[src/hw/edo_ctrl_pkg.sv]
package edo_ctrl_pkg;

    // clock rate
    localparam int CLK_PERIOD_PS = 40000;

    // geometry
    localparam int ADDR_PINS  = 10;
    localparam int DATA_WIDTH = 16;
    localparam int WORD_ADDR  = 20;

    // device timing figures in ns, us or ms as printed (fast grade)
    localparam int ROW_ACTIVE_WIDTH_MIN_NS  = 60;
    localparam int ROW_ACTIVE_WIDTH_MAX_NS  = 10000;
    localparam int RANDOM_CYCLE_TIME_NS     = 105;
    localparam int ROW_TO_COLUMN_DELAY_NS   = 14;
    localparam int ROW_ADDR_HOLD_NS         = 10;
    localparam int ENABLE_TO_DATA_TIME_NS   = 15;
    localparam int OUTPUT_RELEASE_DELAY_NS  = 15;
    localparam int ROW_PRECHARGE_NS         = 40;
    localparam int COLUMN_ACCESS_NS         = 15;
    localparam int COLUMN_SETUP_REFRESH_NS  = 5;
    localparam int POWERUP_PAUSE_US         = 100;
    localparam int REFRESH_PERIOD_MS        = 16;
    localparam int REFRESH_ROWS             = 1024;
    localparam int WARMUP_REFRESHES         = 8;

    // least times round up to whole cycles, never below one
    function automatic int cyc_min(input int ns);
        int c;
        c = (ns * 1000 + CLK_PERIOD_PS - 1) / CLK_PERIOD_PS;
        return (c < 1) ? 1 : c;
    endfunction : cyc_min

    // longest times round down
    function automatic int cyc_max(input int ns);
        int c;
        c = (ns * 1000) / CLK_PERIOD_PS;
        return (c < 1) ? 1 : c;
    endfunction : cyc_max

    localparam int ROW_ACTIVE_CYC   = cyc_min(ROW_ACTIVE_WIDTH_MIN_NS);
    localparam int ROW_ACTIVE_MAX_CYC = cyc_max(ROW_ACTIVE_WIDTH_MAX_NS);
    localparam int CYCLE_TIME_CYC   = cyc_min(RANDOM_CYCLE_TIME_NS);
    localparam int ROW_TO_COL_CYC   = cyc_min(ROW_TO_COLUMN_DELAY_NS);
    localparam int ROW_HOLD_CYC     = cyc_min(ROW_ADDR_HOLD_NS);
    localparam int OE_TO_DATA_CYC   = cyc_min(ENABLE_TO_DATA_TIME_NS);
    localparam int COL_ACCESS_CYC   = cyc_min(COLUMN_ACCESS_NS);
    localparam int RELEASE_CYC      = cyc_min(OUTPUT_RELEASE_DELAY_NS);
    localparam int PRECHARGE_CYC    = cyc_min(ROW_PRECHARGE_NS);
    localparam int CBR_SETUP_CYC    = cyc_min(COLUMN_SETUP_REFRESH_NS);
    localparam int POWERUP_CYC      = POWERUP_PAUSE_US * 1000 * 1000
                                      / CLK_PERIOD_PS;
    localparam int REFRESH_GAP_CYC  = REFRESH_PERIOD_MS * 1000 * 1000
                                      / (CLK_PERIOD_PS / 1000)
                                      / REFRESH_ROWS;

    // host request kinds
    typedef enum logic [1:0] {
        req_read,
        req_write,
        req_rmw
    } req_kind_type;

endpackage : edo_ctrl_pkg

[src/hw/edo_cycle_timer.sv]
`timescale 1ns/1ps
`default_nettype none

// down counter loaded with a cycle count, flags when it reaches zero
module edo_cycle_timer #(
    parameter int WIDTH = 16
) (
    input  wire logic             clk,
    input  wire logic             reset,
    input  wire logic             clk_en,
    input  wire logic             load,
    input  wire logic [WIDTH-1:0] load_value,
    output logic                  expired
);

    logic [WIDTH-1:0] count_reg;

    // load wins over counting
    always_ff @(posedge clk)
    begin
        if (reset)
            count_reg <= '0;
        else if (clk_en)
        begin
            if (load)
                count_reg <= load_value;
            else if (count_reg != '0)
                count_reg <= count_reg - 1'b1;
        end
    end

    assign expired = (count_reg == '0);

endmodule : edo_cycle_timer

`default_nettype wire

[src/hw/edo_dram_interface.sv]
`timescale 1ns/1ps
`default_nettype none

// What this block does
// - column strobe before row with write high refreshes; data stays open
// - row strobe low at least 60 ns and at most 10,000 ns
// - random accesses start no more than once per 105 ns
// - early write: write strobe low before column strobe, with data valid
// - row address set before row strobe falls, held 10 ns after
// - column strobe 14 ns to 45 ns after the row strobe
// - wait 100 us after power-up, then eight refreshes before use
// - write timing picks early write or read-modify-write
module edo_dram_interface #(
    parameter int POWERUP_CYCLES = edo_ctrl_pkg::POWERUP_CYC,
    parameter int REFRESH_GAP    = edo_ctrl_pkg::REFRESH_GAP_CYC
) (
    input  wire logic        clk,
    input  wire logic        reset,
    input  wire logic        clk_en,
    input  wire logic        req_valid,
    output logic             req_ready,
    input  wire logic [1:0]  req_kind,
    input  wire logic [19:0] req_addr,
    input  wire logic [15:0] req_wdata,
    input  wire logic [1:0]  req_byte_en,
    output logic             rsp_valid,
    output logic [15:0]      rsp_rdata,
    output logic             init_done,
    output logic             row_strobe_pin,
    output logic             lower_byte_column_strobe,
    output logic             upper_byte_column_strobe,
    output logic             write_strobe_input,
    output logic             output_enable_n,
    output logic [9:0]       mux_address_bus,
    input  wire logic [15:0] data_lines_in,
    output logic [15:0]      data_lines_out,
    output logic             data_lines_oe
);

    typedef enum logic [3:0] {
        st_powerup,
        st_idle,
        st_row,
        st_col,
        st_data,
        st_write_late,
        st_finish,
        st_cbr_setup,
        st_cbr_row,
        st_precharge
    } state_type;

    state_type        state_reg;
    logic [1:0]       kind_reg;
    logic [9:0]       col_reg;
    logic [1:0]       ben_reg;
    logic [15:0]      wdata_reg;
    logic [3:0]       warm_reg;
    logic [15:0]      step_reg;
    logic [31:0]      refresh_cnt_reg;
    logic             refresh_due_reg;
    logic             pause_armed_reg;
    logic             timer_load;
    logic [31:0]      timer_value;
    logic             timer_done;

    localparam logic [15:0] ROW_CYC  = 16'(edo_ctrl_pkg::ROW_ACTIVE_CYC);
    localparam logic [15:0] RCD_CYC  = 16'(edo_ctrl_pkg::ROW_TO_COL_CYC);
    localparam logic [15:0] CAS_CYC  = 16'(edo_ctrl_pkg::COL_ACCESS_CYC);
    localparam logic [15:0] OE_CYC   = 16'(edo_ctrl_pkg::OE_TO_DATA_CYC);
    localparam logic [15:0] PRE_CYC  = 16'(edo_ctrl_pkg::PRECHARGE_CYC);
    localparam logic [15:0] REL_CYC  = 16'(edo_ctrl_pkg::RELEASE_CYC);
    localparam logic [15:0] CBRS_CYC = 16'(edo_ctrl_pkg::CBR_SETUP_CYC);
    localparam logic [15:0] TRC_CYC  = 16'(edo_ctrl_pkg::CYCLE_TIME_CYC);
    localparam logic [15:0] ROW_HOLD = 16'(edo_ctrl_pkg::ROW_HOLD_CYC);

    // long power-up pause timer
    edo_cycle_timer #(
        .WIDTH(32)
    ) u_pause (
        .clk       (clk),
        .reset     (reset),
        .clk_en    (clk_en),
        .load      (timer_load),
        .load_value(timer_value),
        .expired   (timer_done)
    );

    // pause timer loads once, on the first enabled cycle after reset
    assign timer_load  = !pause_armed_reg;
    assign timer_value = 32'(POWERUP_CYCLES);

    // marks that the power-up pause has been loaded
    always_ff @(posedge clk)
    begin
        if (reset)
            pause_armed_reg <= 1'b0;
        else if (clk_en)
            pause_armed_reg <= 1'b1;
    end

    // periodic refresh request, set wins over the clear
    always_ff @(posedge clk)
    begin
        if (reset)
        begin
            refresh_cnt_reg <= 32'h00000000;
            refresh_due_reg <= 1'b0;
        end
        else if (clk_en)
        begin
            if (refresh_cnt_reg >= 32'(REFRESH_GAP - 1))
            begin
                refresh_cnt_reg <= 32'h00000000;
                refresh_due_reg <= 1'b1;
            end
            else
            begin
                refresh_cnt_reg <= refresh_cnt_reg + 32'h00000001;
                if (state_reg == st_cbr_row)
                    refresh_due_reg <= 1'b0;
            end
        end
    end

    assign req_ready = (state_reg == st_idle) && init_done && !refresh_due_reg;

    // access and refresh sequencer
    always_ff @(posedge clk)
    begin
        if (reset)
        begin
            state_reg <= st_powerup;
            step_reg  <= 16'h0000;
            warm_reg  <= 4'h0;
            init_done <= 1'b0;
            kind_reg  <= 2'h0;
            col_reg   <= 10'h000;
            ben_reg   <= 2'h0;
            wdata_reg <= 16'h0000;
            rsp_valid <= 1'b0;
            rsp_rdata <= 16'h0000;
            row_strobe_pin           <= 1'b1;
            lower_byte_column_strobe <= 1'b1;
            upper_byte_column_strobe <= 1'b1;
            write_strobe_input       <= 1'b1;
            output_enable_n          <= 1'b1;
            mux_address_bus          <= 10'h000;
            data_lines_out           <= 16'h0000;
            data_lines_oe            <= 1'b0;
        end
        else if (clk_en)
        begin
            rsp_valid <= 1'b0;
            if (step_reg != 16'h0000)
                step_reg <= step_reg - 16'h0001;
            unique case (state_reg)
                st_powerup:
                    if (pause_armed_reg && timer_done)
                    begin
                        state_reg <= st_cbr_setup;
                        step_reg  <= CBRS_CYC;
                        lower_byte_column_strobe <= 1'b0;
                        upper_byte_column_strobe <= 1'b0;
                    end
                st_idle:
                    if (init_done && refresh_due_reg)
                    begin
                        state_reg <= st_cbr_setup;
                        step_reg  <= CBRS_CYC;
                        write_strobe_input <= 1'b1;
                        lower_byte_column_strobe <= 1'b0;
                        upper_byte_column_strobe <= 1'b0;
                    end
                    else if (req_valid && req_ready)
                    begin
                        kind_reg  <= req_kind;
                        col_reg   <= req_addr[9:0];
                        ben_reg   <= req_byte_en;
                        wdata_reg <= req_wdata;
                        mux_address_bus <= req_addr[19:10];
                        state_reg <= st_row;
                        step_reg  <= 16'h0000;
                    end
                st_row:
                begin
                    // row address already stable a cycle before the fall
                    row_strobe_pin <= 1'b0;
                    if (kind_reg == edo_ctrl_pkg::req_write)
                    begin
                        write_strobe_input <= 1'b0;
                        data_lines_out     <= wdata_reg;
                        data_lines_oe      <= 1'b1;
                    end
                    state_reg <= st_col;
                    step_reg  <= (RCD_CYC > ROW_HOLD) ? RCD_CYC : ROW_HOLD;
                end
                st_col:
                    if (step_reg <= 16'h0001)
                    begin
                        mux_address_bus <= col_reg;
                        lower_byte_column_strobe <= !ben_reg[0];
                        upper_byte_column_strobe <= !ben_reg[1];
                        if (kind_reg != edo_ctrl_pkg::req_write)
                            output_enable_n <= 1'b0;
                        state_reg <= st_data;
                        step_reg  <= (CAS_CYC > OE_CYC) ? CAS_CYC : OE_CYC;
                    end
                st_data:
                    if (step_reg <= 16'h0001)
                    begin
                        if (kind_reg != edo_ctrl_pkg::req_write)
                        begin
                            rsp_rdata <= data_lines_in;
                            rsp_valid <= 1'b1;
                        end
                        if (kind_reg == edo_ctrl_pkg::req_rmw)
                        begin
                            // late write after data read
                            output_enable_n    <= 1'b1;
                            state_reg          <= st_write_late;
                            step_reg           <= REL_CYC;
                        end
                        else
                        begin
                            state_reg <= st_finish;
                            step_reg  <= ROW_CYC - RCD_CYC - CAS_CYC;
                        end
                    end
                st_write_late:
                    if (step_reg <= 16'h0001)
                    begin
                        write_strobe_input <= 1'b0;
                        data_lines_out     <= wdata_reg;
                        data_lines_oe      <= 1'b1;
                        state_reg <= st_finish;
                        step_reg  <= REL_CYC;
                    end
                st_finish:
                    if (step_reg <= 16'h0001)
                    begin
                        // row held low at least the minimum width
                        row_strobe_pin           <= 1'b1;
                        lower_byte_column_strobe <= 1'b1;
                        upper_byte_column_strobe <= 1'b1;
                        write_strobe_input       <= 1'b1;
                        output_enable_n          <= 1'b1;
                        data_lines_oe            <= 1'b0;
                        state_reg <= st_precharge;
                        // precharge also pads the whole cycle out to RANDOM_CYCLE_TIME
                        step_reg  <= (PRE_CYC > TRC_CYC - ROW_CYC)
                                     ? PRE_CYC : TRC_CYC - ROW_CYC;
                    end
                st_cbr_setup:
                    if (step_reg <= 16'h0001)
                    begin
                        row_strobe_pin <= 1'b0;
                        state_reg <= st_cbr_row;
                        step_reg  <= ROW_CYC;
                    end
                st_cbr_row:
                    if (step_reg <= 16'h0001)
                    begin
                        row_strobe_pin           <= 1'b1;
                        lower_byte_column_strobe <= 1'b1;
                        upper_byte_column_strobe <= 1'b1;
                        if (!init_done)
                            warm_reg <= warm_reg + 4'h1;
                        state_reg <= st_precharge;
                        step_reg  <= (PRE_CYC > TRC_CYC - ROW_CYC)
                                     ? PRE_CYC : TRC_CYC - ROW_CYC;
                    end
                st_precharge:
                    if (step_reg <= 16'h0001)
                    begin
                        if (!init_done &&
                            warm_reg < 4'(edo_ctrl_pkg::WARMUP_REFRESHES))
                        begin
                            state_reg <= st_cbr_setup;
                            step_reg  <= CBRS_CYC;
                            lower_byte_column_strobe <= 1'b0;
                            upper_byte_column_strobe <= 1'b0;
                        end
                        else
                        begin
                            init_done <= 1'b1;
                            state_reg <= st_idle;
                        end
                    end
            endcase
        end
    end

endmodule : edo_dram_interface

`default_nettype wire

[config.mk]
export PLATFORM = sky130hd
export DESIGN_NAME = edo_dram_interface
export DESIGN_NICKNAME = d
export VERILOG_FILES = /design/src/hw/edo_ctrl_pkg.sv /design/src/hw/edo_cycle_timer.sv /design/src/hw/edo_dram_interface.sv
export SDC_FILE = /design/constraint.sdc
export NUM_CORES = 1
export LEC_CHECK = 0
export ABC_AREA = 0
export BUFFER_PORTS_ARGS = -buffer_cell sky130_fd_sc_hd__buf_2
export CORE_MARGIN = 3
export CORE_UTILIZATION = 40
export CTS_CLUSTER_DIAMETER = 40
export DETAILED_ROUTE_END_ITERATION = 8
export GPL_TIMING_DRIVEN = 0
export HOLD_SLACK_MARGIN = 0.1
export PLACE_DENSITY_LB_ADDON = 0.1
export SLEW_MARGIN = 20
export SYNTH_ARGS = -nofsm -noshare
export SYNTH_HDL_FRONTEND = slang
export SYNTH_SLANG_ARGS = --single-unit
[constraint.sdc]
create_clock -name clk -period 5.75 [get_ports clk]
set_input_delay 0.8625 -clock clk [delete_from_list [all_inputs] [get_ports clk]]
set_output_delay 0.8625 -clock clk [all_outputs]
set_load 0.1 [all_outputs]
==> results of run 1 <==
==> through the flow <==
| stage | power (mW) | hold WS, ps | setup slack (ps) |
|---|---|---|---|
| CTS | 4.05 | 452 | 2750 |
| global route | 4.28 | 464 | 2480 |
| finish | 4.02 | 446 | 2760 |
| global placement | 2.83 | 435 | 2440 |
| detailed placement | 2.82 | 442 | 2420 |
| floorplan | 2.50 | 433 | 1550 |
==> cells in the final DEF, fill, tap and decap left out, types with 16 or more instances in the layout <==
cell / n
clkbuf_16: 17
nand3_1: 24
a21oi_1: 82
a211oi_1: 16
nor2_1: 140
buf_2: 113
inv_1: 16
clkbuf_1: 43
nand2_1: 135
mux2i_1: 29
nor3_1: 31
o21ai_0: 18
xor2_1: 29
nand4_1: 18
xnor2_1: 31
dfxtp_1: 170
==> how the worst min path moves through the flow <==
stage	from	to	slack [ps]	depth (start not counted)
2_1_floorplan	ben_reg[0]$_SDFFE_PP0P_	ben_reg[0]$_SDFFE_PP0P_	430	2
3_3_place_gp	rsp_rdata[10]$_SDFFE_PP0P_	rsp_rdata[10]$_SDFFE_PP0P_	440	2
3_5_place_dp	rsp_rdata[10]$_SDFFE_PP0P_	rsp_rdata[10]$_SDFFE_PP0P_	440	2
4_1_cts	rsp_rdata[10]$_SDFFE_PP0P_	rsp_rdata[10]$_SDFFE_PP0P_	450	2
5_1_grt	rsp_rdata[11]$_SDFFE_PP0P_	rsp_rdata[11]$_SDFFE_PP0P_	460	2
6_report	rsp_rdata[10]$_SDFFE_PP0P_	rsp_rdata[10]$_SDFFE_PP0P_	450	2
==> layer usage <==
metal | vias to the layer above | wire length, um | GRT usage
li1 | 3578 | - | -
met1 | 3117 | 9690 | 0.256
met2 | 164 | 8800 | 0.289
met3 | 24 | 1150 | 0.0508
met4 | 2 | 315 | 0.0522
met5 | - | 13 | 0
==> logic make-up (layout without fill, tap and decap cells) <==
family | Yosys count | in the layout | synth area share
AO/OA/AOI/OAI | 182 | 182 | 0.151
XOR/XNOR | 60 | 60 | 0.0672
adder cells (fa/ha/maj) | 8 | 8 | 0.0128
buffers and inverters | 72 | 214 | 0.0384
flip-flops | 170 | 170 | 0.435
multiplexers | 30 | 30 | 0.0385
AND/OR/NAND/NOR | 429 | 429 | 0.257
==> power by group through the flow <==
stage,clock [mW],combinational (mW),sequential (mW)
after floorplan,0,1.00,1.50
after global placement,0,1.45,1.39
after detailed placement,0,1.44,1.39
after CTS,1.24,1.45,1.36
after global routing,1.29,1.61,1.38
final,1.21,1.45,1.36
==> area by class of cell <==
class	instances	area [um^2]	share of cell area
plain buffers	55	236	0.0254
well taps	260	325	0.0349
clock buffers	18	439	0.0471
multi-input cells	709	4130	0.442
flip-flops and latches	170	3400	0.365
repair buffers	110	551	0.0590
clock inverters	14	183	0.0196
inverters	17	63.8	0.00684
==> critical path, stage by stage, from the launching register on <==
cell      delay (ps)
dfxtp_1          300
clkbuf_1         160
or2_2            370
nor4b_2          360
buf_2            510
==> Yosys cell counts, types with 4 or more instances <==
library cell  count
dfxtp_1         170
nor2_1          140
nand2_1         135
a21oi_1          82
clkbuf_1         43
nor3_1           31
xnor2_1          31
mux2i_1          29
xor2_1           29
nand3_1          24
nand4_1          18
o21ai_0          18
a211oi_1         16
inv_1            16
nor4_1           15
o21ai_1          11
or3_1            10
and3_1            9
ha_1              8
a211o_1           6
nand2b_1          6
a22oi_1           5
a311oi_1          5
nor2b_1           5
or4_1             5
buf_1             4
o211ai_1          4
==> results.md, run 1 <==
- Fmax: 334 MHz
- Drt drc: 0
- Skew final: 17.8 ps
- TritonCTS clock tree: done
- Final ANT Viol Nets: 0
- Worst-path clk slew: roughly 70 ps
- R2R Path Start: step_reg[3]$_SDFFE_PP0P_
- Synth unique cells: 73
- Mapped Area: 7820 um^2
- PD cells: 431 nW/um^2
- Post CTS Setup Buffer Count: 0
- Row count: 50
- Fin util: 0.492
- Cell Int Power: about 2.5 mW
- Clock power share: 0.300
- CORE AREA: 19,000 um^2
- Die width: between 100 and 150 um
- CTS Buf Count: 17
- Switching Fraction: 0.384
- Crit-path max FO: 8
- Max-slew violation count: 0
- Number of synthesized flops with an enable pin: 0
- Share of flip-flops with an asynchronous set or reset: 0
- Switch Pwr: approximately 1.5 mW
- Top cells by area, synth: dfxtp_1 (43%), nor2_1 (6.7%), nand2_1 (6.5%)
- Area after DPL: 8710 um^2
- I/O Buffers: 110
- TNS Setup: 0 ps
- Die Y: 146 um
- Flops & latches, synth: 170
- Clock period minus worst slack: 2990 ps
- Arr. time, crit path: 2130 ps
- Setup Crit Path Kind: reg -> out
- Synth Warn #: 0
- Pin count of the biggest net entering global routing: 17
- Root buf cell: clkbuf_16
- R2r endpoint: rsp_rdata[9]$_SDFFE_PP0P_
- Worst Path Required: ~5000 ps
- Final HPWL DP: 14,600 um
- Iteration-0 DRC Markers: around 420
- Post-synth top area share: 0.435
- Post-CTS Hold Buffers: 0
- Cell count after synthesis: ~950
- N_diodes: 0
- Drt pass-1 iters: 5
- Nets: 1,148
- Post-CTS sizing: 0
- Vias/cell: 5.09
- Comb pwr share: 0.361
- Clk_lat worst skew: 440 ps
- CTS Sinks: 170
- VDD IR max: ~280 uV
- Worst-case clock buffer depth: 2
- Part of the power in registers: 0.338
- Worst Reg-to-Reg Cells: 8
- Post-route design area: 9330 um^2
- Placed cells: between 1,000 and 1,500
- Layout cell share with drive strength beyond 1: 0.160
- Filler cells: 1,908
- Yosys top cell by area: dfxtp_1
- Outcome: complete, no violations
- Routed wire length: 20,000 um
- Syn nets: 1,019
- Register area share after synthesis: 0.435
- Htree depth: 4
- Post-route insts no fill: 1,353
- Grt ovf: 0
- Worst Tran Pin Value: between 1000 and 1500 ps
- Setup crit end: req_ready
- Worst Setup SP: state_reg[1]$_SDFFE_PP0P_
- Tot GR Track Use: 0.187
- Routed WL per cell: 14.8 um
- Nature of the critical path endpoint: output pin
- Part of the cycle the worst path needs: 0.520
- R2r setup slk: approximately 2800 ps
- Initial Util: 0.413
- Detailed-route via count: 6,885
- Vias in the first global route: 6,440
- First-pass GRT wire length: ~33,000 um
- Type of the tightest min-delay check: reg -> reg
- Placer Congestion: 0.916
- P_leak: around 3.6 nW
- Startpoint types: register
- Main synth FF type: dfxtp_1
- Syn-to-layout area delta: 19.2%
- RSZ-0062 raised after global routing: no
- Syn Area/Cell: approximately 8.2 um^2
- I/O pin total: 111
- Rel. slew slack: 0.304
- Initial antenna violation count: 1
- Die Area: 21,300 um^2
- Total of max-cap violations: 0
- # setup viols final: 0
- Final hold vios: 0
No activity file was read; power rests on OpenSTA's default activity.
==> run 2, diff against run 1 <==
Clock period 5.75 ns to 2.84 ns, I/O delays scaled along.
==> run 2 against run 1 <==
Compared with the run above:
- hold slack got worse by 220 ps
- via count rose by 0.32%
- critical path depth rose by 4
- largest cell class unchanged
- final cell count barely moved
- wire length rose by 1.5%
- utilization rose by 0.26 points
- largest power group unchanged
- register-to-register slack got worse by 2600 ps
- sequential power rose by 100%
- clock-buffer cell count fell by 1
- highest routed layer is now met4
- non-clock buffer count fell by 1
- first-iteration DRC count rose by 7.4%
- clock power rose by 98%
==> results.md, run 2 (synthesis results as in run 1) <==
- Post-route insts no fill: 1,352 (was 1,353)
- Filler cells: 1,923 (was 1,908)
- Drt drc: 0 (unchanged)
- Final HPWL DP: 14,700 um (was 14,600 um)
- TNS Setup: 0 ps (unchanged)
- Worst Tran Pin Value: 990 ps (was 1040 ps)
- Row count: 50 (unchanged)
- Part of the power in registers: 0.340 (was 0.338)
- Clk_lat worst skew: 430 ps (was 440 ps)
- Part of the cycle the worst path needs: 0.943
- Tot Pwr: 8.13 mW (was 4.02 mW)
- Worst Path Required: 3170 ps (was 4890 ps)
- Worst-path clk slew: 70 ps (about the same)
- Vias/cell: 5.11 (was 5.09)
- RSZ-0062 raised after global routing: yes (was no)
- Tot GR Track Use: 0.193 (was 0.187)
- Routed wire length: 20,300 um (was 20,000 um)
- Layout cell share with drive strength beyond 1: 0.171 (was 0.160)
- Fmax: 374 MHz
- Clock period minus worst slack: around 2700 ps
- Final hold vios: 0 (unchanged)
- I/O pin total: 111 (unchanged)
- I/O Buffers: 110 (unchanged)
- Type of the tightest min-delay check: in -> reg (was reg -> reg)
- Clock power share: 0.295 (was 0.300)
- Area after DPL: 8720 um^2 (was 8710 um^2)
- Commonest cells after routing, fill and taps aside: dfxtp_1 (169), nor2_1 (139), nand2_1 (135) (was dfxtp_1 (170), nor2_1 (140), nand2_1 (135))
- Final ANT Viol Nets: 0 (unchanged)
- First-pass GRT wire length: 34,000 um (was 32,700 um)
- # setup viols final: 0 (unchanged)
- Place WS: -141 ps (was 2420 ps)
- Cell Int Power: 4.95 mW (was 2.48 mW)
- P_leak: 3.59 nW (was 3.58 nW)
- Syn-to-layout area delta: 19.9% (was 19.2%)
- Buf/Inv on CP: 2 (unchanged)
- Critical path's largest stage delay: 580 ps (was 510 ps)
- VDD IR max: 627 uV (was 280 uV)
- Switch Pwr: 3.19 mW (was 1.54 mW)
- Final worst setup slack: 163 ps (was 2760 ps)
- Initial Util: 0.413 (unchanged)
- Rel. slew slack: 0.334 (was 0.304)
- Die Area: 21,300 um^2 (unchanged)
- Comb pwr share: 0.365 (was 0.361)
- CORE AREA: 19,000 um^2 (unchanged)
- Vias in the first global route: 6,664 (was 6,440)
- Placer Congestion: 0.896 (was 0.916)
- Critical path's top delay family: simple AND/OR/NAND/NOR gates (unchanged)
- Crit-path max FO: 10 (was 8)
- Grt ovf: 0 (unchanged)
- CTS Buf Count: 17 (unchanged)
- Htree depth: 4 (unchanged)
- Arr. time, crit path: 3010 ps (was 2130 ps)
- Most common cell after layout, fill and taps aside: dfxtp_1 (unchanged)
- PD cells: 867 nW/um^2 (was 431 nW/um^2)
- Initial antenna violation count: 0 (was 1)
- Post-CTS Hold Buffers: 0 (unchanged)
- CP cell instances: or4_4, or3_1, buf_6, nor4_4, a21oi_1, o31ai_4, buf_4, nor2_1 (was clkbuf_1, or2_2, nor4b_2, buf_2)
- Setup Crit Path Kind: reg -> reg (was reg -> out)
- Nets: 1,147 (was 1,148)
- Switching Fraction: 0.392 (was 0.384)
- Worst-case clock buffer depth: 2 (unchanged)
- Die Y: 146 um (unchanged)
- N_diodes: 0 (unchanged)
- CTS Sinks: 170 (unchanged)
- Routed WL per cell: 15.0 um (was 14.8 um)
- TritonCTS clock tree: done (unchanged)
- Total of max-cap violations: 0 (unchanged)
- Pin count of the biggest net entering global routing: 18 (was 17)
- Placed cells: 1,321 (unchanged)
- Nature of the critical path endpoint: register (was output pin)
- Iteration-0 DRC Markers: 450 (was 419)
- Outcome: complete, no violations (unchanged)
- Root buf cell: clkbuf_16 (unchanged)
- Post-route design area: 9380 um^2 (was 9330 um^2)
- Drt pass-1 iters: 5 (unchanged)
- Slowest stage cell on the critical path: or4_4 (was buf_2)
- Die width: 146 um (unchanged)
- Detailed-route via count: 6,907 (was 6,885)
- Skew final: 13.3 ps (was 17.8 ps)
- Max-slew violation count: 0 (unchanged)
- Startpoint types: register (unchanged)
## run 2: cell count changes in the layout (fill, tap and decap cells not counted), moves of 2 or more
cell      before  now
nor3_1        31   29
clkbuf_1      43   40
nor4_4         0    2
clkbuf_2       0    2
and3_1         9    7
nor3_2         0    2
inv_6          5    7
and3_2         0    2
## run 2: layer usage
layer,global-route usage,routed length (um),share of wire,vias up
met2,0.298,9220,0.45,135
li1,-,-,-,3572
met5,0,0,0,-
met3,0.0514,991,0.049,24
met1,0.267,9750,0.48,3176
met4,0.0541,311,0.015,0
## run 2: layout make-up
class                   count  area [um^2]  share of cell area
flip-flops and latches    170         3410               0.363
well taps                 260          325              0.0347
multi-input cells         709         4190               0.447
plain buffers              54          235              0.0251
clock inverters            15          181              0.0193
inverters                  17         63.8             0.00680
clock buffers              17          425              0.0454
repair buffers            110          551              0.0587
## run 2: worst paths after layout
path,start,slack [ps],endpoint,cells past startpoint
worst min-delay path,req_wdata[7],220,wdata_reg[7]$_SDFFE_PP0P_,3
worst max-delay path,u_pause.count_reg[22]$_SDFFE_PP0P_,160,step_reg[11]$_SDFFE_PP0P_,8
worst min register to register,rsp_rdata[7]$_SDFFE_PP0P_,450,rsp_rdata[7]$_SDFFE_PP0P_,2
worst max register to register,u_pause.count_reg[22]$_SDFFE_PP0P_,160,step_reg[11]$_SDFFE_PP0P_,8
## run 2: tightest hold or removal path, cell delays in order
cell	delay, ps
buf_2	100
nand2_1	40
a21oi_1	50
## run 2: through the flow
stage	utilization	hold slack, ps
3_5_place_dp	0.460	442
2_1_floorplan	-	433
4_1_cts	0.493	203
5_1_grt	0.495	212
3_3_place_gp	0.460	436
6_report	0.495	223
## run 2: repair_timing
| item | in CTS | in global routing |
|---|---|---|
| setup buffers | 0 | 0 |
| gates resized for setup | 4 | 6 |
| pin swaps | 0 | 1 |
| endpoints found under the setup margin | 22 | 72 |
## run 2: power by group through the flow
stage | clock network [mW] | logic (mW) | registers, mW
global route | 2.56 | 3.29 | 2.80
global placement | 0 | 2.93 | 2.81
finish | 2.40 | 2.97 | 2.76
detailed placement | 0 | 2.91 | 2.81
floorplan | 0 | 2.03 | 3.03
CTS | 2.46 | 2.94 | 2.75
==> run 3, diff against run 2 <==
Settings changed: ABC_AREA 0 to 1, CORE_UTILIZATION 40 to 23.
==> run 3 against run 2 <==
Compared with the run above:
- cell area rose by 4.3%
- final cell count rose by 28%
- sequential power barely moved
- clock skew fell by 2.7 ps
- global-route usage fell by 6.4 points
- area after synthesis rose by 2.6%
- sequential share of layout area fell by 1.5 points
- hold slack improved by 19 ps
- via count rose by 6.2%
- maximum frequency rose by 13%
- largest power group unchanged
==> results.md, run 3 <==
- Drt drc: 0 (unchanged)
- Clock period minus worst slack: 2380 ps (was 2680 ps)
- Part of the power in registers: 0.341 (was 0.340)
- I/O pin total: 111 (unchanged)
- VDD IR max: 496 uV (was 627 uV)
- Startpoint types: register (unchanged)
- Worst Reg-to-Reg Cells: 10 (was 8)
- Slowest stage cell on the critical path: ha_1 (was or4_4)
- Pin count of the biggest net entering global routing: 17 (was 18)
- Area after DPL: 9130 um^2 (was 8720 um^2)
- CORE AREA: 34,000 um^2 (was 19,000 um^2)
- Cell count after synthesis: 1,136 (was 951)
- Worst Tran Pin Value: 631 ps (was 990 ps)
- Comb pwr share: 0.342 (was 0.365)
- Flops & latches, synth: 170 (unchanged)
- Cell Int Power: 4.92 mW (was 4.95 mW)
- Syn Area/Cell: 7.07 um^2 (was 8.23 um^2)
- Switch Pwr: 3.24 mW (was 3.19 mW)
- Tot GR Track Use: 0.129 (was 0.193)
- Post-CTS sizing: 0 (was 4)
- CP cell instances: inv_1, ha_1, nand2_1, nor2_4, nand4_4, nand2_2, inv_2, clkbuf_1, nand2_1, a21oi_1 (was or4_4, or3_1, buf_6, nor4_4, a21oi_1, o31ai_4, buf_4, nor2_1)
- Setup Crit Path Kind: reg -> reg (unchanged)
- Post-CTS Hold Buffers: 0 (unchanged)
- Syn nets: 1,204 (was 1,019)
- Routed wire length: 23,300 um (was 20,300 um)
- Worst hold margin: 242 ps (was 223 ps)
- Htree depth: 4 (unchanged)
- Die Y: 193 um (was 146 um)
- Synth unique cells: 42 (was 73)
- R2r endpoint: u_pause.count_reg[19]$_SDFFE_PP0P_ (was step_reg[11]$_SDFFE_PP0P_)
- Max-slew violation count: 0 (unchanged)
- Final hold vios: 0 (unchanged)
- Hold Crit Endpoint: rsp_rdata[7]$_SDFFE_PP0P_ (was wdata_reg[7]$_SDFFE_PP0P_)
- Final worst setup slack: 462 ps (was 163 ps)
- Nature of the critical path endpoint: register (unchanged)
- Filler cells: 3,799 (was 1,923)
- Most frequent cell after synthesis: nand2_1 (was dfxtp_1)
- CTS Buf Count: 17 (unchanged)
- Synth Warn #: 0 (unchanged)
- Total of max-cap violations: 0 (unchanged)
- Rel. slew slack: 0.579 (was 0.334)
- Fin util: 0.288 (was 0.495)
- Placer Congestion: 0.853 (was 0.896)
- Final HPWL DP: 17,800 um (was 14,700 um)
- Skew final: 10.6 ps (was 13.3 ps)
- Placed cells: 1,692 (was 1,321)
- Fmax: 421 MHz (was 374 MHz)
- Main synth FF type: dfxtp_1 (unchanged)
- Post-route insts no fill: 1,724 (was 1,352)
- Initial Util: 0.237 (was 0.413)
- Drt pass-1 iters: 5 (unchanged)
- R2r setup slk: 460 ps (was 160 ps)
- Crit-path max FO: 10 (unchanged)
- Clock power share: 0.317 (was 0.295)
- Root buf cell: clkbuf_16 (unchanged)
- Row count: 67 (was 50)
- Switching Fraction: 0.397 (was 0.392)
- TritonCTS clock tree: done (unchanged)
- Yosys top cell by area: dfxtp_1 (unchanged)
- Post-route design area: 9780 um^2 (was 9380 um^2)
- First-pass GRT wire length: 37,800 um (was 34,000 um)
- TNS Setup: 0 ps (unchanged)
- Nets: 1,331 (was 1,147)
- Final ANT Viol Nets: 0 (unchanged)
- Post CTS Setup Buffer Count: 0 (unchanged)
- Worst-case clock buffer depth: 2 (unchanged)
- Type of the tightest min-delay check: in -> reg (unchanged)
- Die width: 193 um (was 146 um)
- Most common cell after layout, fill and taps aside: nand2_1 (was dfxtp_1)
- R2R Path Start: u_pause.count_reg[0]$_SDFFE_PP0P_ (was u_pause.count_reg[22]$_SDFFE_PP0P_)
- Tot Pwr: 8.16 mW (was 8.13 mW)
- Layout cell share with drive strength beyond 1: 0.164 (was 0.171)
- Outcome: complete, no violations (unchanged)
- CTS Sinks: 170 (unchanged)
- N_diodes: 0 (unchanged)
- Cells on Worst Hold Path: 3 (unchanged)
- Commonest cells after routing, fill and taps aside: nand2_1 (214), nor2_1 (183), dfxtp_1 (169) (was dfxtp_1 (169), nor2_1 (139), nand2_1 (135))
- Worst-path clk slew: 70 ps (about the same)
- Iteration-0 DRC Markers: 353 (was 450)
- Routed WL per cell: 13.5 um (was 15.0 um)
- Critical path's largest stage delay: 360 ps (was 580 ps)
- Place WS: 333 ps (was -141 ps)
- P_leak: 4.18 nW (was 3.59 nW)
- Vias in the first global route: 7,181 (was 6,664)
- Detailed-route via count: 7,338 (was 6,907)
- Part of the cycle the worst path needs: 0.837 (was 0.943)
- Vias/cell: 4.26 (was 5.11)
- Worst Path Required: 3140 ps (was 3170 ps)
- Hold Startpoint: data_lines_in[7] (was req_wdata[7])
- Syn-to-layout area delta: 21.8% (was 19.9%)
- Number of synthesized flops with an enable pin: 0 (unchanged)
- RSZ-0062 raised after global routing: no (was yes)
- Die Area: 37,200 um^2 (was 21,300 um^2)
- Crit-path most repeated cell: nand2_1
- Post-synth top area share: 0.424 (was 0.435)
- Commonest cells in the netlist: nand2_1 (214), nor2_1 (183), dfxtp_1 (170) (was dfxtp_1 (170), nor2_1 (140), nand2_1 (135))
- PD cells: 834 nW/um^2 (was 867 nW/um^2)
- Initial antenna violation count: 0 (unchanged)
- Register area share after synthesis: 0.424 (was 0.435)
- Share of flip-flops with an asynchronous set or reset: 0 (unchanged)
- Grt ovf: 0 (unchanged)
- Arr. time, crit path: 2680 ps (was 3010 ps)
- # setup viols final: 0 (unchanged)
- Top cells by area, synth: dfxtp_1 (42%), nand2_1 (10%), nor2_1 (8.6%) (was dfxtp_1 (43%), nor2_1 (6.7%), nand2_1 (6.5%))
- I/O Buffers: 108 (was 110)
- Mapped Area: 8030 um^2 (was 7820 um^2)
- Clk_lat worst skew: 440 ps (was 430 ps)
-- run 3: logic make-up (layout without fill, tap and decap cells) --
kind of cell	Yosys count	in the layout	share of synthesized area
simple gates	536	536	0.298
compound gates	213	213	0.141
buf+inv	173	313	0.0851
flops	170	170	0.424
xor+xnor	36	36	0.0393
fa+ha+maj	8	8	0.0125
-- run 3: worst max-delay path by stage --
stage | cells after the start | from | to
finish | 10 | u_pause.count_reg[0]$_SDFFE_PP0P_ | u_pause.count_reg[19]$_SDFFE_PP0P_
global route | 10 | u_pause.count_reg[0]$_SDFFE_PP0P_ | u_pause.count_reg[19]$_SDFFE_PP0P_
CTS | 10 | u_pause.count_reg[0]$_SDFFE_PP0P_ | u_pause.count_reg[21]$_SDFFE_PP0P_
detailed placement | 6 | reset | rsp_rdata[13]$_SDFFE_PP0P_
global placement | 6 | reset | rsp_rdata[12]$_SDFFE_PP0P_
floorplan | 7 | init_done$_SDFFE_PP0P_ | mux_address_bus[0]$_SDFFE_PP0P_
-- run 3: power by group through the flow --
| stage | combinational, mW | sequential (mW) | clock [mW] |
|---|---|---|---|
| after CTS | 2.81 | 2.78 | 2.69 |
| final | 2.79 | 2.78 | 2.59 |
| after detailed placement | 2.80 | 2.83 | 0 |
| after floorplan | 1.74 | 3.28 | 0 |
| after global routing | 3.13 | 2.82 | 2.77 |
| after global placement | 2.82 | 2.84 | 0 |
-- run 3: worst max-delay path, delay by kind of cell, from the launching register on --
| family | cells | cell delay, ps |
|---|---|---|
| simple gates | 5 | 960 |
| flops | 1 | 330 |
| compound gates | 1 | 70 |
| fa+ha+maj | 1 | 360 |
| buf+inv | 3 | 510 |
-- run 3: cell type report --
cell class,instances,area (um^2),area share
repair buffers,108,541,0.0553
flip-flops and latches,170,3400,0.348
well taps,448,561,0.0573
inverters,127,477,0.0488
clock buffers,18,439,0.0449
multi-input cells,793,3940,0.403
plain buffers,46,206,0.0211
clock inverters,14,205,0.0210
-- run 3: layer usage --
| metal | vias to the layer above | part of all wire | global-route usage |
|---|---|---|---|
| li1 | 3915 | - | - |
| met1 | 3280 | 0.49 | 0.171 |
| met2 | 123 | 0.46 | 0.209 |
| met3 | 20 | 0.039 | 0.0292 |
| met4 | 0 | 0.015 | 0.0403 |
| met5 | - | 0 | 0 |
